<file path="src/design/rplp_pkg.sv">
package rplp_pkg;

  ////////////////////////////////////////////////////////////////////////////
  // Register offsets (byte addresses)
  localparam logic [7:0] REG_CTRL   = 8'h00;
  localparam logic [7:0] REG_STAT   = 8'h04;
  localparam logic [7:0] REG_LIMIT  = 8'h08;
  localparam logic [7:0] REG_DSTATE = 8'h0C;
  localparam logic [7:0] REG_LAT    = 8'h10;

  // Control field positions
  localparam int CTRL_ASPM_LO    = 0;   // Two bits, read as zero
  localparam int CTRL_CCLK       = 2;   // Common clock configuration
  localparam int CTRL_SCLK       = 3;   // Slot clock configuration
  localparam int CTRL_RETRAIN    = 4;   // Write-one pulse
  localparam int CTRL_PWR_OFF    = 5;   // Request L2/L3 Ready
  localparam int CTRL_VAUX       = 6;   // Aux power present
  localparam int CTRL_PWR_ON     = 7;   // Power and clock restored
  localparam int CTRL_L1_EXIT    = 8;   // Upstream exit request

  // Exit latency encodings (short with common clock)
  localparam logic [2:0] L0S_LAT_COMMON = 3'h2;
  localparam logic [2:0] L0S_LAT_INDEP  = 3'h5;
  localparam logic [2:0] L1_LAT_COMMON  = 3'h1;
  localparam logic [2:0] L1_LAT_INDEP   = 3'h3;

  localparam logic [31:0] ZERO_WORD = 32'h0000_0000;
  localparam logic [1:0]  ASPM_OFF  = 2'h0;

  // Device power states
  typedef enum logic [2:0] {
    RPLP_D0     = 3'h0,
    RPLP_D1     = 3'h1,
    RPLP_D2     = 3'h2,
    RPLP_D3HOT  = 3'h3,
    RPLP_D3COLD = 3'h4
  } rplp_dstate_t;

  // Link power states
  typedef enum logic [2:0] {
    RPLP_L0      = 3'h0,
    RPLP_L1      = 3'h1,
    RPLP_L23RDY  = 3'h2,
    RPLP_L2      = 3'h3,
    RPLP_L3      = 3'h4,
    RPLP_LTRAIN  = 3'h5
  } rplp_lstate_t;

  // Message codes on the link
  typedef enum logic [1:0] {
    RPLP_MSG_NONE  = 2'h0,
    RPLP_MSG_DSET  = 2'h1,
    RPLP_MSG_LIMIT = 2'h2,
    RPLP_MSG_OFF   = 2'h3
  } rplp_msg_t;

  localparam int LIMIT_W = 10;
  localparam logic [3:0] TRAIN_CYCLES = 4'h8;

endpackage : rplp_pkg

</file>
<file path="src/design/rplp_link_if.sv">
// Link between root port and attached device
interface rplp_link_if;
  logic                  msg_vld;   // One-cycle message pulse
  rplp_pkg::rplp_msg_t   msg_code;
  logic [9:0]            msg_data;
  logic                  training;  // Port training the link
  logic                  link_up;   // Port link in L0
  logic                  l1_exit_dn;  // Device requests L1 exit
  logic                  l1_req;    // Device asks for L1
  logic                  l23_ack;   // Device ready for power off
  logic                  pme;       // Device PME pulse

  modport port (
    output msg_vld, msg_code, msg_data, training, link_up,
    input  l1_exit_dn, l1_req, l23_ack, pme
  );
  modport dev (
    input  msg_vld, msg_code, msg_data, training, link_up,
    output l1_exit_dn, l1_req, l23_ack, pme
  );
endinterface : rplp_link_if

</file>
<file path="src/design/rplp_port.sv">
// Root port link power manager with AHB-Lite register slave
//
// The implementer's own choices: the AHB-Lite interface to the registers and the register addresses.
module rplp_port (
  input  wire logic        hclk,
  input  wire logic        hresetn,
  input  wire logic        hsel,
  input  wire logic [7:0]  haddr,
  input  wire logic [1:0]  htrans,
  input  wire logic        hwrite,
  input  wire logic [2:0]  hsize,
  input  wire logic [31:0] hwdata,
  output logic [31:0]      hrdata,
  output logic             hreadyout,
  output logic             hresp,
  rplp_link_if.port        link
);
  typedef struct packed {
    logic                  wr_pend;
    logic [7:0]            wr_addr;
    logic [31:0]           rdata;
    logic [1:0]            aspm;      // Always ASPM_OFF
    logic                  cclk;
    logic                  sclk;
    logic                  vaux;
    logic [9:0]            limit;
    rplp_pkg::rplp_dstate_t dstate;
    rplp_pkg::rplp_lstate_t lstate;
    logic                  msg_vld;
    rplp_pkg::rplp_msg_t   msg_code;
    logic [9:0]            msg_data;
    logic                  train_go;
    logic                  pme_seen;
  } rplp_port_st_t;

  rplp_port_st_t st_ff;
  rplp_port_st_t nxt_st;
  logic          train_done;
  logic          rd_req;
  logic [2:0]    l0s_lat;
  logic [2:0]    l1_lat;
  logic [31:0]   wd;

  ////////////////////////////////////////////////////////////////////////////
  rplp_train u_train (
    .hclk    (hclk),
    .hresetn (hresetn),
    .start   (st_ff.train_go),
    .done    (train_done)
  );

  // Latency follows common clock bit
  assign l0s_lat = st_ff.cclk ? rplp_pkg::L0S_LAT_COMMON
                              : rplp_pkg::L0S_LAT_INDEP;
  assign l1_lat  = st_ff.cclk ? rplp_pkg::L1_LAT_COMMON
                              : rplp_pkg::L1_LAT_INDEP;
  assign rd_req  = hsel && htrans[1] && !hwrite;
  assign wd      = hwdata;

  ////////////////////////////////////////////////////////////////////////////
  // Bus slave and link power state machine
  always_comb begin
    nxt_st          = st_ff;
    nxt_st.msg_vld  = 1'b0;
    nxt_st.msg_code = rplp_pkg::RPLP_MSG_NONE;
    nxt_st.train_go = 1'b0;
    nxt_st.aspm     = rplp_pkg::ASPM_OFF;
    nxt_st.wr_pend  = hsel && htrans[1] && hwrite;
    nxt_st.wr_addr  = haddr;
    if (link.pme) nxt_st.pme_seen = 1'b1;

    // Read data registered in address phase, zero-wait answer
    nxt_st.rdata = rplp_pkg::ZERO_WORD;
    if (rd_req) begin
      case (haddr)
        rplp_pkg::REG_CTRL: begin
          nxt_st.rdata[rplp_pkg::CTRL_ASPM_LO +: 2] = st_ff.aspm;
          nxt_st.rdata[rplp_pkg::CTRL_CCLK] = st_ff.cclk;
          nxt_st.rdata[rplp_pkg::CTRL_SCLK] = st_ff.sclk;
          nxt_st.rdata[rplp_pkg::CTRL_VAUX] = st_ff.vaux;
        end
        rplp_pkg::REG_STAT: begin
          nxt_st.rdata[2:0] = st_ff.lstate;
          nxt_st.rdata[4]   = st_ff.pme_seen;
          nxt_st.pme_seen   = link.pme; // Set wins over read-clear
        end
        rplp_pkg::REG_LIMIT:  nxt_st.rdata[9:0] = st_ff.limit;
        rplp_pkg::REG_DSTATE: nxt_st.rdata[2:0] = st_ff.dstate;
        rplp_pkg::REG_LAT: begin
          nxt_st.rdata[2:0] = l0s_lat;
          nxt_st.rdata[6:4] = l1_lat;
          // Bit 8: ASPM capability, hard zero
        end
        default: nxt_st.rdata = rplp_pkg::ZERO_WORD;
      endcase
    end

    // Writes in data phase
    if (st_ff.wr_pend) begin
      case (st_ff.wr_addr)
        rplp_pkg::REG_CTRL: begin
          // ASPM bits discarded on purpose
          nxt_st.cclk = wd[rplp_pkg::CTRL_CCLK];
          nxt_st.sclk = wd[rplp_pkg::CTRL_SCLK];
          nxt_st.vaux = wd[rplp_pkg::CTRL_VAUX];
          if (wd[rplp_pkg::CTRL_RETRAIN] &&
              st_ff.lstate == rplp_pkg::RPLP_L0) begin
            nxt_st.lstate   = rplp_pkg::RPLP_LTRAIN;
            nxt_st.train_go = 1'b1;
          end
          if (wd[rplp_pkg::CTRL_L1_EXIT] &&
              st_ff.lstate == rplp_pkg::RPLP_L1) begin
            nxt_st.lstate = rplp_pkg::RPLP_L0;
          end
          if (wd[rplp_pkg::CTRL_PWR_OFF] &&
              st_ff.lstate != rplp_pkg::RPLP_L2 &&
              st_ff.lstate != rplp_pkg::RPLP_L3) begin
            // Turn-off handshake toward L2/L3 Ready
            nxt_st.msg_vld  = 1'b1;
            nxt_st.msg_code = rplp_pkg::RPLP_MSG_OFF;
          end
          if (wd[rplp_pkg::CTRL_PWR_ON] &&
              (st_ff.lstate == rplp_pkg::RPLP_L2 ||
               st_ff.lstate == rplp_pkg::RPLP_L3)) begin
            // Full reinit after power returns
            nxt_st.lstate   = rplp_pkg::RPLP_LTRAIN;
            nxt_st.train_go = 1'b1;
            nxt_st.dstate   = rplp_pkg::RPLP_D0;
          end
        end
        rplp_pkg::REG_LIMIT: begin
          nxt_st.limit    = wd[9:0];
          nxt_st.msg_vld  = 1'b1;
          nxt_st.msg_code = rplp_pkg::RPLP_MSG_LIMIT;
          nxt_st.msg_data = wd[9:0];
        end
        rplp_pkg::REG_DSTATE: begin
          if (wd[2:0] <= rplp_pkg::RPLP_D3COLD) begin
            nxt_st.dstate   = rplp_pkg::rplp_dstate_t'(wd[2:0]);
            nxt_st.msg_vld  = 1'b1;
            nxt_st.msg_code = rplp_pkg::RPLP_MSG_DSET;
            nxt_st.msg_data = {7'h00, wd[2:0]};
          end
        end
        default: ;
      endcase
    end

    // Link state inferred from device activity, never from ASPM
    case (st_ff.lstate)
      rplp_pkg::RPLP_L0: begin
        if (link.l1_req && st_ff.dstate != rplp_pkg::RPLP_D0)
          nxt_st.lstate = rplp_pkg::RPLP_L1;
        if (link.l23_ack)
          nxt_st.lstate = rplp_pkg::RPLP_L23RDY;
      end
      rplp_pkg::RPLP_L1: begin
        if (link.l1_exit_dn) nxt_st.lstate = rplp_pkg::RPLP_L0;
        if (link.l23_ack)    nxt_st.lstate = rplp_pkg::RPLP_L23RDY;
      end
      rplp_pkg::RPLP_L23RDY:
        nxt_st.lstate = st_ff.vaux ? rplp_pkg::RPLP_L2 : rplp_pkg::RPLP_L3;
      rplp_pkg::RPLP_L2: ; // No in-band wake
      rplp_pkg::RPLP_L3: ;
      rplp_pkg::RPLP_LTRAIN:
        if (train_done) nxt_st.lstate = rplp_pkg::RPLP_L0;
      default: nxt_st.lstate = rplp_pkg::RPLP_L0;
    endcase
  end

  // Reset lands in L0, ASPM off
  always_ff @(posedge hclk or negedge hresetn) begin
    if (!hresetn) begin
      st_ff        <= '0;
      st_ff.dstate <= rplp_pkg::RPLP_D0;
      st_ff.lstate <= rplp_pkg::RPLP_L0;
    end else begin
      st_ff <= nxt_st;
    end
  end

  ////////////////////////////////////////////////////////////////////////////
  assign hrdata        = st_ff.rdata;
  assign hreadyout     = 1'b1;
  assign hresp         = 1'b0;
  assign link.msg_vld  = st_ff.msg_vld;
  assign link.msg_code = st_ff.msg_code;
  assign link.msg_data = st_ff.msg_data;
  assign link.training = (st_ff.lstate == rplp_pkg::RPLP_LTRAIN);
  assign link.link_up  = (st_ff.lstate == rplp_pkg::RPLP_L0);
endmodule : rplp_port

</file>
<file path="src/design/rplp_train.sv">
// Training timer; counts fixed cycles after start
module rplp_train (
  input  wire logic hclk,
  input  wire logic hresetn,
  input  wire logic start,
  output logic      done
);
  typedef struct packed {
    logic [3:0] cnt;
    logic       busy;
    logic       done;
  } rplp_train_st_t;

  rplp_train_st_t st_ff;
  rplp_train_st_t nxt_st;

  // Count down while busy
  always_comb begin
    nxt_st      = st_ff;
    nxt_st.done = 1'b0;
    if (start) begin
      nxt_st.busy = 1'b1;
      nxt_st.cnt  = rplp_pkg::TRAIN_CYCLES;
    end else if (st_ff.busy) begin
      if (st_ff.cnt == 4'h1) begin
        nxt_st.busy = 1'b0;
        nxt_st.done = 1'b1;
      end
      nxt_st.cnt = st_ff.cnt - 4'h1;
    end
  end

  always_ff @(posedge hclk or negedge hresetn) begin
    if (!hresetn) st_ff <= '0;
    else          st_ff <= nxt_st;
  end

  assign done = st_ff.done;
endmodule : rplp_train

</file>
<file path="src/flat_wrapper.sv">
// flat-port wrapper written by rule: the top's interface ports become plain ports
module rplp_port_flat 
  (hclk, hresetn, hsel, haddr, htrans, hwrite, hsize, hwdata, hrdata, hreadyout, hresp, link_msg_vld, link_msg_code, link_msg_data, link_training, link_link_up, link_l1_exit_dn, link_l1_req, link_l23_ack, link_pme);
  rplp_link_if link_i ();
  input  wire logic hclk;
  input  wire logic hresetn;
  input  wire logic hsel;
  input  wire logic [7:0] haddr;
  input  wire logic [1:0] htrans;
  input  wire logic hwrite;
  input  wire logic [2:0] hsize;
  input  wire logic [31:0] hwdata;
  output logic [31:0] hrdata;
  output logic hreadyout;
  output logic hresp;
  output wire logic [$bits(link_i.msg_vld)-1:0] link_msg_vld;
  output wire logic [$bits(link_i.msg_code)-1:0] link_msg_code;
  output wire logic [$bits(link_i.msg_data)-1:0] link_msg_data;
  output wire logic [$bits(link_i.training)-1:0] link_training;
  output wire logic [$bits(link_i.link_up)-1:0] link_link_up;
  input wire logic [$bits(link_i.l1_exit_dn)-1:0] link_l1_exit_dn;
  input wire logic [$bits(link_i.l1_req)-1:0] link_l1_req;
  input wire logic [$bits(link_i.l23_ack)-1:0] link_l23_ack;
  input wire logic [$bits(link_i.pme)-1:0] link_pme;
  assign link_msg_vld = link_i.msg_vld;
  assign link_msg_code = link_i.msg_code;
  assign link_msg_data = link_i.msg_data;
  assign link_training = link_i.training;
  assign link_link_up = link_i.link_up;
  assign link_i.l1_exit_dn = link_l1_exit_dn;
  assign link_i.l1_req = link_l1_req;
  assign link_i.l23_ack = link_l23_ack;
  assign link_i.pme = link_pme;
  rplp_port u_core (.hclk(hclk), .hresetn(hresetn), .hsel(hsel), .haddr(haddr), .htrans(htrans), .hwrite(hwrite), .hsize(hsize), .hwdata(hwdata), .hrdata(hrdata), .hreadyout(hreadyout), .hresp(hresp), .link(link_i));
endmodule
</file>
<file path="config.mk">
export PLATFORM = sky130hd
export DESIGN_NAME = rplp_port_flat
export DESIGN_NICKNAME = d
export VERILOG_FILES = /design/src/design/rplp_pkg.sv /design/src/design/rplp_link_if.sv /design/src/design/rplp_port.sv /design/src/design/rplp_train.sv /design/src/flat_wrapper.sv
export SDC_FILE = /design/constraint.sdc
export NUM_CORES = 1
export LEC_CHECK = 0
export BUFFER_PORTS_ARGS = -buffer_cell sky130_fd_sc_hd__buf_2
export CAP_MARGIN = 10
export CELL_PAD_IN_SITES_DETAIL_PLACEMENT = 0
export CELL_PAD_IN_SITES_GLOBAL_PLACEMENT = 2
export CORE_MARGIN = 2
export CORE_UTILIZATION = 27
export DETAILED_ROUTE_END_ITERATION = 8
export GPL_ROUTABILITY_DRIVEN = 0
export PLACE_DENSITY_LB_ADDON = 0.1
export SYNTH_ARGS = -nofsm -noshare
export SYNTH_HDL_FRONTEND = slang
export SYNTH_HIERARCHICAL = 1
export SYNTH_SLANG_ARGS = --single-unit
</file>
<file path="constraint.sdc">
create_clock -name hclk -period 1.65 [get_ports hclk]
set_input_delay 0.0825 -clock hclk [delete_from_list [all_inputs] [get_ports hclk]]
set_output_delay 0.0825 -clock hclk [all_outputs]
set_load 0.05 [all_outputs]
</file>
==> results of run 1 <==
[layer usage]
layer	routed length, um	share of wire
met1	3626	0.48
met2	3566	0.47
met3	316	0.041
met4	113	0.015
met5	0	0
[stage by stage]
step / hold slack, ns / setup slack [ns] / area [sq um]
2_1_floorplan: -0.2131 / 0.1030 / 3132
3_3_place_gp: 0.04202 / -0.03808 / 3322
3_5_place_dp: 0.03806 / -0.02782 / 3322
4_1_cts: 0.0009949 / 0.006121 / 3770
5_1_grt: 0.01400 / -0.03679 / 3861
6_report: 0.008738 / 0.04156 / 3861
[worst max path at each step]
stage | end | cells after the start
final | u_core/link.msg_data[0]$_DFFE_PN0P_ | 5
after global routing | u_core/st_ff[19]$_DFFE_PN0P_ | 5
after CTS | u_core/hrdata[0]$_DFF_PN0_ | 6
after detailed placement | u_core/st_ff[23]$_DFFE_PN0P_ | 6
after global placement | u_core/st_ff[23]$_DFFE_PN0P_ | 6
after floorplan | u_core/link.msg_data[4]$_DFFE_PN0P_ | 5
[Yosys cell counts, types with 2 or more instances]
master    number  area share
a32oi_1        4       0.012
or2_2          2      0.0041
o21ai_1        6      0.0099
dfrtp_1       59        0.48
nor2_1        22       0.027
a21oi_1       10       0.016
nand3_1        3      0.0049
nand2_1       51       0.063
inv_1          8      0.0099
a211oi_1       2      0.0049
a22o_1         5       0.014
buf_2          4      0.0066
o22ai_1        3      0.0062
mux2_2         6       0.022
nor4_4         2       0.014
nand4_1        3      0.0062
and3b_1        2      0.0058
a222oi_1       3      0.0099
conb_1         2      0.0025
a21oi_2        2      0.0058
o21ai_0        4      0.0066
nand3b_1       2      0.0049
xnor2_1        2      0.0058
nor3_1         3      0.0049
a21o_1         4      0.0099
clkbuf_1       5      0.0062
buf_4         46        0.11
a31oi_1        4      0.0082
ha_1           2      0.0082
nor2b_1        3      0.0062
and3_1         5       0.010
[critical path, cell delays in order, from the launching register on]
cell     delay, ns
dfrtp_1       0.39
nor4_4        0.27
buf_4         0.18
nand3_4       0.11
a31o_4        0.27
mux2_2        0.27
[power by group]
| group | switching (mW) | internal, mW | total, mW | leakage [nW] |
|---|---|---|---|---|
| clock network | 0.644 | 1.19 | 1.84 | 0.152 |
| logic | 0.661 | 0.385 | 1.05 | 0.965 |
| registers | 0.105 | 1.55 | 1.65 | 0.727 |
| total | 1.41 | 3.13 | 4.54 | 1.84 |
[flip-flops by register name (all words and copies together) (netlist names)]
register / flops
u_core/link.msg_data: 10
u_core/st_ff: 30
u_core/u_train/st_ff: 5
u_core/hrdata: 10
u_core/link.msg_code: 2
u_core/link.msg_vld: 1
u_core/u_train/done: 1
[cell usage in the layout (no fill, tap or decap), types with 3 or more instances in the layout]
master         instances
and3_1                 5
inv_1                  8
a31oi_1                3
conb_1                24
dlygate4sd3_1         12
buf_4                 23
nor2_1                20
buf_2                 51
nand2_1               51
clkbuf_16              9
nand3_1                3
dfrtp_1               59
a21oi_1                9
o21ai_1                7
mux2_2                 6
a22o_1                 5
o22ai_1                3
clkinv_2               5
a222oi_1               3
a21o_1                 4
nor2b_1                3
nand4_1                3
a32oi_1                4
[area by class of cell]
type                    count  area [sq um]  share of cell area
flip-flops and latches     59          1476              0.3824
clock inverters             6         55.05             0.01426
clock buffers              10         239.0             0.06189
well taps                 140         175.2             0.04537
multi-input cells         206          1286              0.3331
inverters                   8         30.03            0.007777
repair buffers             89         599.3              0.1552
[cell families (layout without fill, tap and decap cells)]
group	Yosys count	count (layout)	share of synthesized area
simple gates	114	114	0.2022
fa+ha+maj	2	2	0.008219
xor+xnor	2	2	0.005755
buf+inv	64	113	0.1397
other cells	2	24	0.002467
compound gates	56	57	0.1311
mux	7	7	0.02548
flops	59	59	0.4850
[what timing repair did]
action	4_1_cts	5_1_grt
endpoints found under the hold margin	26	0
hold buffers	12	0
endpoints found under the setup margin	14	16
buffers inserted	1	6
gates resized for setup	4	9
cloned	1	0
pin swaps	1	4
==> results.md, run 1 <==
* Placed Instances at 482
* Seq/Total Area, Yosys at 0.4850
* Maximum VDD drop at 0.6916 mV
* Crit path kind: register to register
* First-pass GRT wire length at 11710 um
* RR Endpoint: u_core/link.msg_data[0]$_DFFE_PN0P_
* Critical Path End Type: register
* Cell variety after synth at 58
* I/O pin count at 102
* Clock transition at path regs at 0.05 ns
* Register bit total from synthesis at 59
* Layer with the highest usage: met2
* Final nets at 428
* Initial antenna violation count at 0
* FF-to-FF Start: u_core/st_ff[69]$_DFF_PN0_
* RSZ-0062 raised after global routing: yes
* Ys async rst share at 1.000
* Htree depth at 3
* Met2 usage at 0.2051
* Leakage power at 1.843 nW
* Critical path launch point: u_core/st_ff[69]$_DFF_PN0_
* R2r setup slk at 0.04 ns
* Met1 Use GR at 0.1754
* Hold Path Depth at 2
* Clk_lat worst skew at 0.33 ns
* Die height at 110.2 um
* Met3 Use GR at 0.03704
* Total number of vias at 2287
* Hold Path End: u_core/link.msg_data[9]$_DFFE_PN0P_
* Final wirelength at 7622 um
* Post-route setup TNS at 0 ns
* Vias in the first global route at 2146
* Final Hold Fails at 0
* Max-slew violation count at 0
* Final Setup Violations at 0
* Crit Path Max Fanout at 6
* DIE AREA at 0.01214 sq mm
* Final ANT Viol Nets at 0
* Status: finished, final reports clean
* Crit path DAT at 1.82 ns
* 1st-pass router iterations at 4
* Largest net degree at the start of global routing at 45
* Power density over cell area at 1175 mW/mm^2
* DRT iter0 DRCs at 77
* Core area at 0.01094 sq mm
* Root Buffer: clkbuf_16
* Worst endpoint required time at 1.86 ns
* # clock sinks at 59
* Mapped Cells at 306
* Fraction of layout cells with a size suffix above 1 at 0.3280
* Vias per cell at 4.415
* Hold_sp: hwdata[9]
* Fill count at 1143
* Tot Pwr at 4.537 mW
* Register-to-Register Path Depth at 5
* Setup Skew at 0.006102 ns
* Mapped Area at 0.003044 sq mm
* DRC viols at 0
* Max clock buf depth at 2
* Antenna diode count at 0
* Fin crit share at 0.9748
* Main flop type after synthesis: dfrtp_1
* Ys Warns at 6
* Finished Core Util at 0.3531
* Worst Hold Class: input port to register
* Die X at 110.2 um
* Tot GR Track Use at 0.1317
* Area growth syn-to-layout at 26.84%
* Overflow after GRT at 0
* Row cnt at 38
* Num CTS Buffers at 9
* Total of max-cap violations at 0
* Drt wl/cell at 14.71 um
* Count of non-filler cells in the finished layout at 518
* CTS tree: yes
* Final Critical Period at 1.608 ns
* Max Clk Rate at 0.6217 GHz
* IO buf count at 51
* Mean Syn Cell Area at 9.948 sq um
* Crit path launch type: register
* Number of synthesized flops with an enable pin at 0
* Initial Util at 0.2784
* Post-DP HPWL at 5509 um
(Power assumes the default switching activity.)
==> run 2: changes to the inputs <==
--- a/config.mk
+++ b/config.mk
@@ -13,6 +13,7 @@
 export CORE_UTILIZATION = 27
 export DETAILED_ROUTE_END_ITERATION = 8
 export GPL_ROUTABILITY_DRIVEN = 0
+export GPL_TIMING_DRIVEN = 0
 export PLACE_DENSITY_LB_ADDON = 0.1
 export SYNTH_ARGS = -nofsm -noshare
 export SYNTH_HDL_FRONTEND = slang
==> run 2 against run 1 <==
Against the previous run: the run now ends with negative setup slack left; clock power down 9%; flip-flop and latch count unchanged; sequential share of layout area fell by 3.1 points; final cell count increased by 7.3%; maximum frequency is 3.5% lower; sequential power is essentially flat; first-iteration DRC count increased by 10%; via count increased by 6.5%; power fell by 2.1%; global-route usage is 0.38 points higher.
==> results.md, run 2 (same netlist as run 1, synthesis figures left out) <==
* Final Hold Fails at 0
* Placed Area at 0.003577 sq mm
* CTS tree: yes
* Vias in the first global route at 2363
* Top Family by Delay on Critical Path: simple AND/OR/NAND/NOR gates
* Slack of the critical path at -0.01695 ns
* DIE AREA at 0.01214 sq mm
* Largest register by flop count: u_core/st_ff
* DRT iter0 DRCs at 85
* Worst Hold Class: input port to register
* Initial antenna violation count at 0
* Max Clk Rate at 0.5999 GHz
* Total of max-cap violations at 0
* Most frequent cells in the layout: buf_4, dfrtp_1, buf_2
* Largest register FFs at 30
* Core area at 0.01094 sq mm
* Setup Skew at 0.006647 ns
* Overflow after GRT at 0
* Fraction of layout cells with a size suffix above 1 at 0.4303
* Final Setup Violations at 4
* Design area at 0.004204 sq mm
* Leakage power at 2.042 nW
* CP max-delay cell: nor4_4
* RR Endpoint: u_core/link.msg_data[6]$_DFFE_PN0P_
* FF-to-FF Start: u_core/st_ff[69]$_DFF_PN0_
* Critical Path End Type: register
* Crit path launch type: register
* Max-slew violation count at 0
* Tot Pwr at 4.441 mW
* Largest net degree at the start of global routing at 36
* Post-route setup TNS at -0.03493 ns
* Worst path bufs/invs at 1
* Failing checks: negative setup slack
* Root Buffer: clkbuf_16
* RSZ-0062 raised after global routing: yes
* Area growth syn-to-layout at 38.10%
* Crit Path Max Fanout at 5
* Count of non-filler cells in the finished layout at 556
* Final ANT Viol Nets at 0
* Hold_sp: htrans[1]
* Clock transition at path regs at 0.05 ns
* Initial Util at 0.2784
* Crit path DAT at 1.87 ns
* Maximum VDD drop at 0.4449 mV
* Hold Path Depth at 2
* Fin crit share at 1.010
* Crit path kind: register to register
* I/O pin count at 102
* IO buf count at 50
* R2r setup slk at -0.02 ns
* Status: complete, but fails checks
* 1st-pass router iterations at 6
* Die X at 110.2 um
* Htree depth at 3
* Die height at 110.2 um
* Tot GR Track Use at 0.1355
* Drt wl/cell at 13.89 um
* Slew margin rel. at 0.5750
* Clk_lat worst skew at 0.32 ns
* Power density over cell area at 1056 mW/mm^2
* Worst-path cell chain: nor4_4 > nand3_2 > a31o_4 > buf_6 > a22o_1
* Register-to-Register Path Depth at 5
* Antenna diode count at 0
* CP max stage delay at 0.40 ns
* Placed Instances at 519
* Total number of vias at 2436
* Worst endpoint required time at 1.86 ns
* Hold Path End: u_core/st_ff[76]$_DFF_PN0_
* # clock sinks at 59
* Row cnt at 38
* Post-DP HPWL at 5612 um
* Vias per cell at 4.381
* First-pass GRT wire length at 12220 um
* Final Critical Period at 1.667 ns
* Worst-Margin Slew at 0.6375 ns
* Max clock buf depth at 2
* DRC viols at 0
* Final nets at 466
* Final wirelength at 7722 um
* Num CTS Buffers at 9
run 2: changes by cell type in the layout (fill, tap and decap cells not counted), moves of 3 or more:
| cell | previous run | this run |
|---|---|---|
| buf_4 | 23 | 57 |
| nand2_1 | 51 | 41 |
| nand2_2 | 0 | 10 |
| clkbuf_1 | 0 | 3 |
| o21ai_1 | 7 | 4 |
| o21ai_2 | 1 | 4 |
run 2: what timing repair did:
item / CTS / global route
hold buffers: 11 / 0
pin swaps: 18 / 10
gates cloned: 2 / 0
resized for setup: 27 / 21
setup endpoints to repair: 29 / 35
setup buffers: 4 / 5
hold endpoints to repair: 34 / 0
run 2: worst max path at each step:
stage | from | slack [ns] | cells after the start | to
after floorplan | u_core/st_ff[69]$_DFF_PN0_ | 0.10 | 5 | u_core/link.msg_data[4]$_DFFE_PN0P_
after global placement | u_core/st_ff[75]$_DFF_PN0_ | -0.26 | 5 | u_core/st_ff[17]$_DFF_PN0_
after detailed placement | u_core/st_ff[75]$_DFF_PN0_ | -0.29 | 5 | u_core/st_ff[17]$_DFF_PN0_
after CTS | u_core/st_ff[72]$_DFF_PN0_ | -0.04 | 5 | u_core/link.msg_data[6]$_DFFE_PN0P_
after global routing | u_core/st_ff[69]$_DFF_PN0_ | -0.10 | 5 | u_core/link.msg_data[6]$_DFFE_PN0P_
final | u_core/st_ff[69]$_DFF_PN0_ | -0.02 | 5 | u_core/link.msg_data[6]$_DFFE_PN0P_
run 2: report_power, final:
group / leakage, nW / switching, mW / internal [mW]
Combinational: 1.18 / 0.673 / 0.405
Sequential: 0.724 / 0.129 / 1.55
Clock: 0.139 / 0.636 / 1.05
Total: 2.04 / 1.44 / 3.00
run 2: metrics by stage:
step / worst slack [ns] / hold slack [ns] / util
after CTS: -0.04023 / 0.001527 / 0.3733
final: -0.01695 / 0.01183 / 0.3844
after global routing: -0.1008 / 0.02009 / 0.3844
after detailed placement: -0.2916 / 0.1408 / 0.3271
after floorplan: 0.1030 / -0.2131 / -
after global placement: -0.2635 / 0.2157 / 0.3253
run 2: layout make-up:
| class | count | area [sq um] |
|---|---|---|
| inverter | 8 | 30.03 |
| fill | 1146 | 6731 |
| timing repair buffer | 73 | 469.2 |
| buffer | 55 | 405.4 |
| sequential | 59 | 1479 |
| clock buffer | 11 | 242.7 |
| clock inverter | 5 | 28.78 |
| multi-input combinational | 205 | 1374 |
| tap | 140 | 175.2 |
run 2: metal layers:
layer,vias up,track usage,part of all wire
met4,0,0.04821,0.012
met1,1162,0.1828,0.47
met5,-,0,0
met3,9,0.03233,0.047
met2,62,0.2121,0.48
li1,1203,-,-
==> run 3: changes to the inputs <==
--- a/config.mk
+++ b/config.mk
@@ -15,6 +15,7 @@
 export GPL_ROUTABILITY_DRIVEN = 0
 export GPL_TIMING_DRIVEN = 0
 export PLACE_DENSITY_LB_ADDON = 0.1
+export SETUP_SLACK_MARGIN = 0.5
 export SYNTH_ARGS = -nofsm -noshare
 export SYNTH_HDL_FRONTEND = slang
 export SYNTH_HIERARCHICAL = 1
==> run 3 against run 2 <==
Against the previous run: the flow now finishes without violations; largest cell class unchanged; global-route usage increased by 0.33 points; first-iteration DRC count is 21% lower; cell area increased by 7.3%; critical path type unchanged.
==> results.md, run 3 (same netlist as run 1, synthesis figures left out) <==
* Status: finished, final reports clean
* Final ANT Viol Nets at 0
* Crit path launch type: register
* Worst Hold Class: input port to register
* Final nets at 489
* Clk_lat worst skew at 0.32 ns
* Crit Path Max Fanout at 5
* Htree depth at 3
* Area growth syn-to-layout at 48.17%
* Register-to-Register Path Depth at 6
* Multi-input logic area at 0.001420 sq mm
* I/O pin count at 102
* Largest register FFs at 30
* Crit path kind: register to register
* DRC viols at 0
* Worst path bufs/invs at 2
* Max Clk Rate at 0.6146 GHz
* Most common cell after layout, fill and taps aside: buf_4
* # clock sinks at 59
* CP max-delay cell: dfrtp_1
* Fraction of layout cells with a size suffix above 1 at 0.4658
* Final Hold Fails at 0
* Antenna diode count at 0
* Initial Util at 0.2784
* Max clock buf depth at 2
* Critical path depth at 6
* Clock transition at path regs at 0.05 ns
* Sequential cell area at 0.001479 sq mm
* Worst-Margin Slew at 0.6999 ns
* Hold Path Depth at 2
* Fill count at 1147
* Power density over cell area at 1110 mW/mm^2
* DRT iter0 DRCs at 67
* Slew margin rel. at 0.5334
* Die height at 110.2 um
* DIE AREA at 0.01214 sq mm
* Tot GR Track Use at 0.1388
* Vias in the first global route at 2460
* Crit path DAT at 1.84 ns
* Final hold slack at 0.01056 ns
* Largest net degree at the start of global routing at 31
* Setup Skew at 0.003440 ns
* Largest register by flop count: u_core/st_ff
* Max-slew violation count at 0
* First-pass GRT wire length at 12580 um
* Leakage power at 2.188 nW
* Die X at 110.2 um
* Top Family by Delay on Critical Path: compound AO/OA/AOI/OAI gates
* Total number of vias at 2506
* Placed Instances at 519
* CP max stage delay at 0.38 ns
* Tot Pwr at 5.008 mW
* Root Buffer: clkbuf_16
* Critical Path End Type: register
* Final Setup Violations at 0
* Post-DP HPWL at 5673 um
* Total of max-cap violations at 0
* Maximum VDD drop at 0.6070 mV
* Most frequent cells in the layout: buf_4, dfrtp_1, buf_2, nand2_1, conb_1
* Initial antenna violation count at 0
* Final Critical Period at 1.627 ns
* IO buf count at 50
* Overflow after GRT at 0
* Final wirelength at 7838 um
* Worst endpoint required time at 1.86 ns
* Drt wl/cell at 13.56 um
* Num CTS Buffers at 9
* RSZ-0062 raised after global routing: yes
* CTS tree: yes
* Vias per cell at 4.336
* Post-route setup TNS at 0 ns
* Core area at 0.01094 sq mm
* Fin crit share at 0.9861
* 1st-pass router iterations at 4
* Row cnt at 38
* Worst-path cell chain: nor4_4 > buf_4 > nand3_4 > a31o_4 > buf_6 > a22o_1
* Finished Core Util at 0.4125
* Count of non-filler cells in the finished layout at 578
## run 3: cell count changes in the layout (fill, tap and decap cells not counted), moves of 3 or more
cell / change
inv_1: -3
nand2_2: -7
buf_4: +14
nand2_1: +7
buf_6: +10
## run 3: power by group
group	internal [mW]	switching, mW	total (mW)
Clock	1.04	0.609	1.65
Sequential	1.55	0.109	1.66
Combinational	0.844	0.854	1.70
## run 3: metrics by stage
stage | cell area, sq um | setup WS [ns]
2_1_floorplan | 3171 | 0.1088
3_3_place_gp | 3596 | -0.2562
3_5_place_dp | 3616 | -0.2338
4_1_cts | 4282 | 0.03490
5_1_grt | 4511 | -0.03534
6_report | 4511 | 0.02297
## run 3: timing repair
| action | CTS | global route |
|---|---|---|
| hold buffers | 11 | 0 |
| hold endpoints to repair | 39 | 0 |
| resized for setup | 37 | 29 |
| gates cloned | 1 | 1 |
| pin swaps | 9 | 11 |
| setup endpoints to repair | 41 | 47 |
| setup buffers | 20 | 11 |
## run 3: cell type report
| cell class | instances | area share |
|---|---|---|
| clock buffer | 12 | 0.05465 |
| tap | 140 | 0.03883 |
| timing repair buffer | 95 | 0.1548 |
| inverter | 8 | 0.007212 |
| sequential | 59 | 0.3279 |
| clock inverter | 3 | 0.003329 |
| buffer | 56 | 0.09847 |
| multi-input combinational | 205 | 0.3148 |
## run 3: routing by layer
metal	GRT usage	vias to the layer above	share of wire
li1	-	1252	-
met3	0.03704	9	0.048
met1	0.1799	1182	0.46
met2	0.2200	63	0.48
met4	0.05536	0	0.016
met5	0	-	0
## run 3: path summary, 6_finish.rpt
path | from | end | slack, ns
max | u_core/st_ff[72]$_DFF_PN0_ | u_core/link.msg_data[6]$_DFFE_PN0P_ | 0.02
min | htrans[1] | u_core/st_ff[76]$_DFF_PN0_ | 0.01
max reg2reg | u_core/st_ff[72]$_DFF_PN0_ | u_core/link.msg_data[6]$_DFFE_PN0P_ | 0.02
min reg2reg | u_core/st_ff[28]$_DFFE_PN0P_ | u_core/st_ff[28]$_DFFE_PN0P_ | 0.46
max in group asynchronous | hresetn | u_core/st_ff[15]$_DFF_PN0_ | 0.69
min in group asynchronous | hresetn | u_core/st_ff[72]$_DFF_PN0_ | 0.34
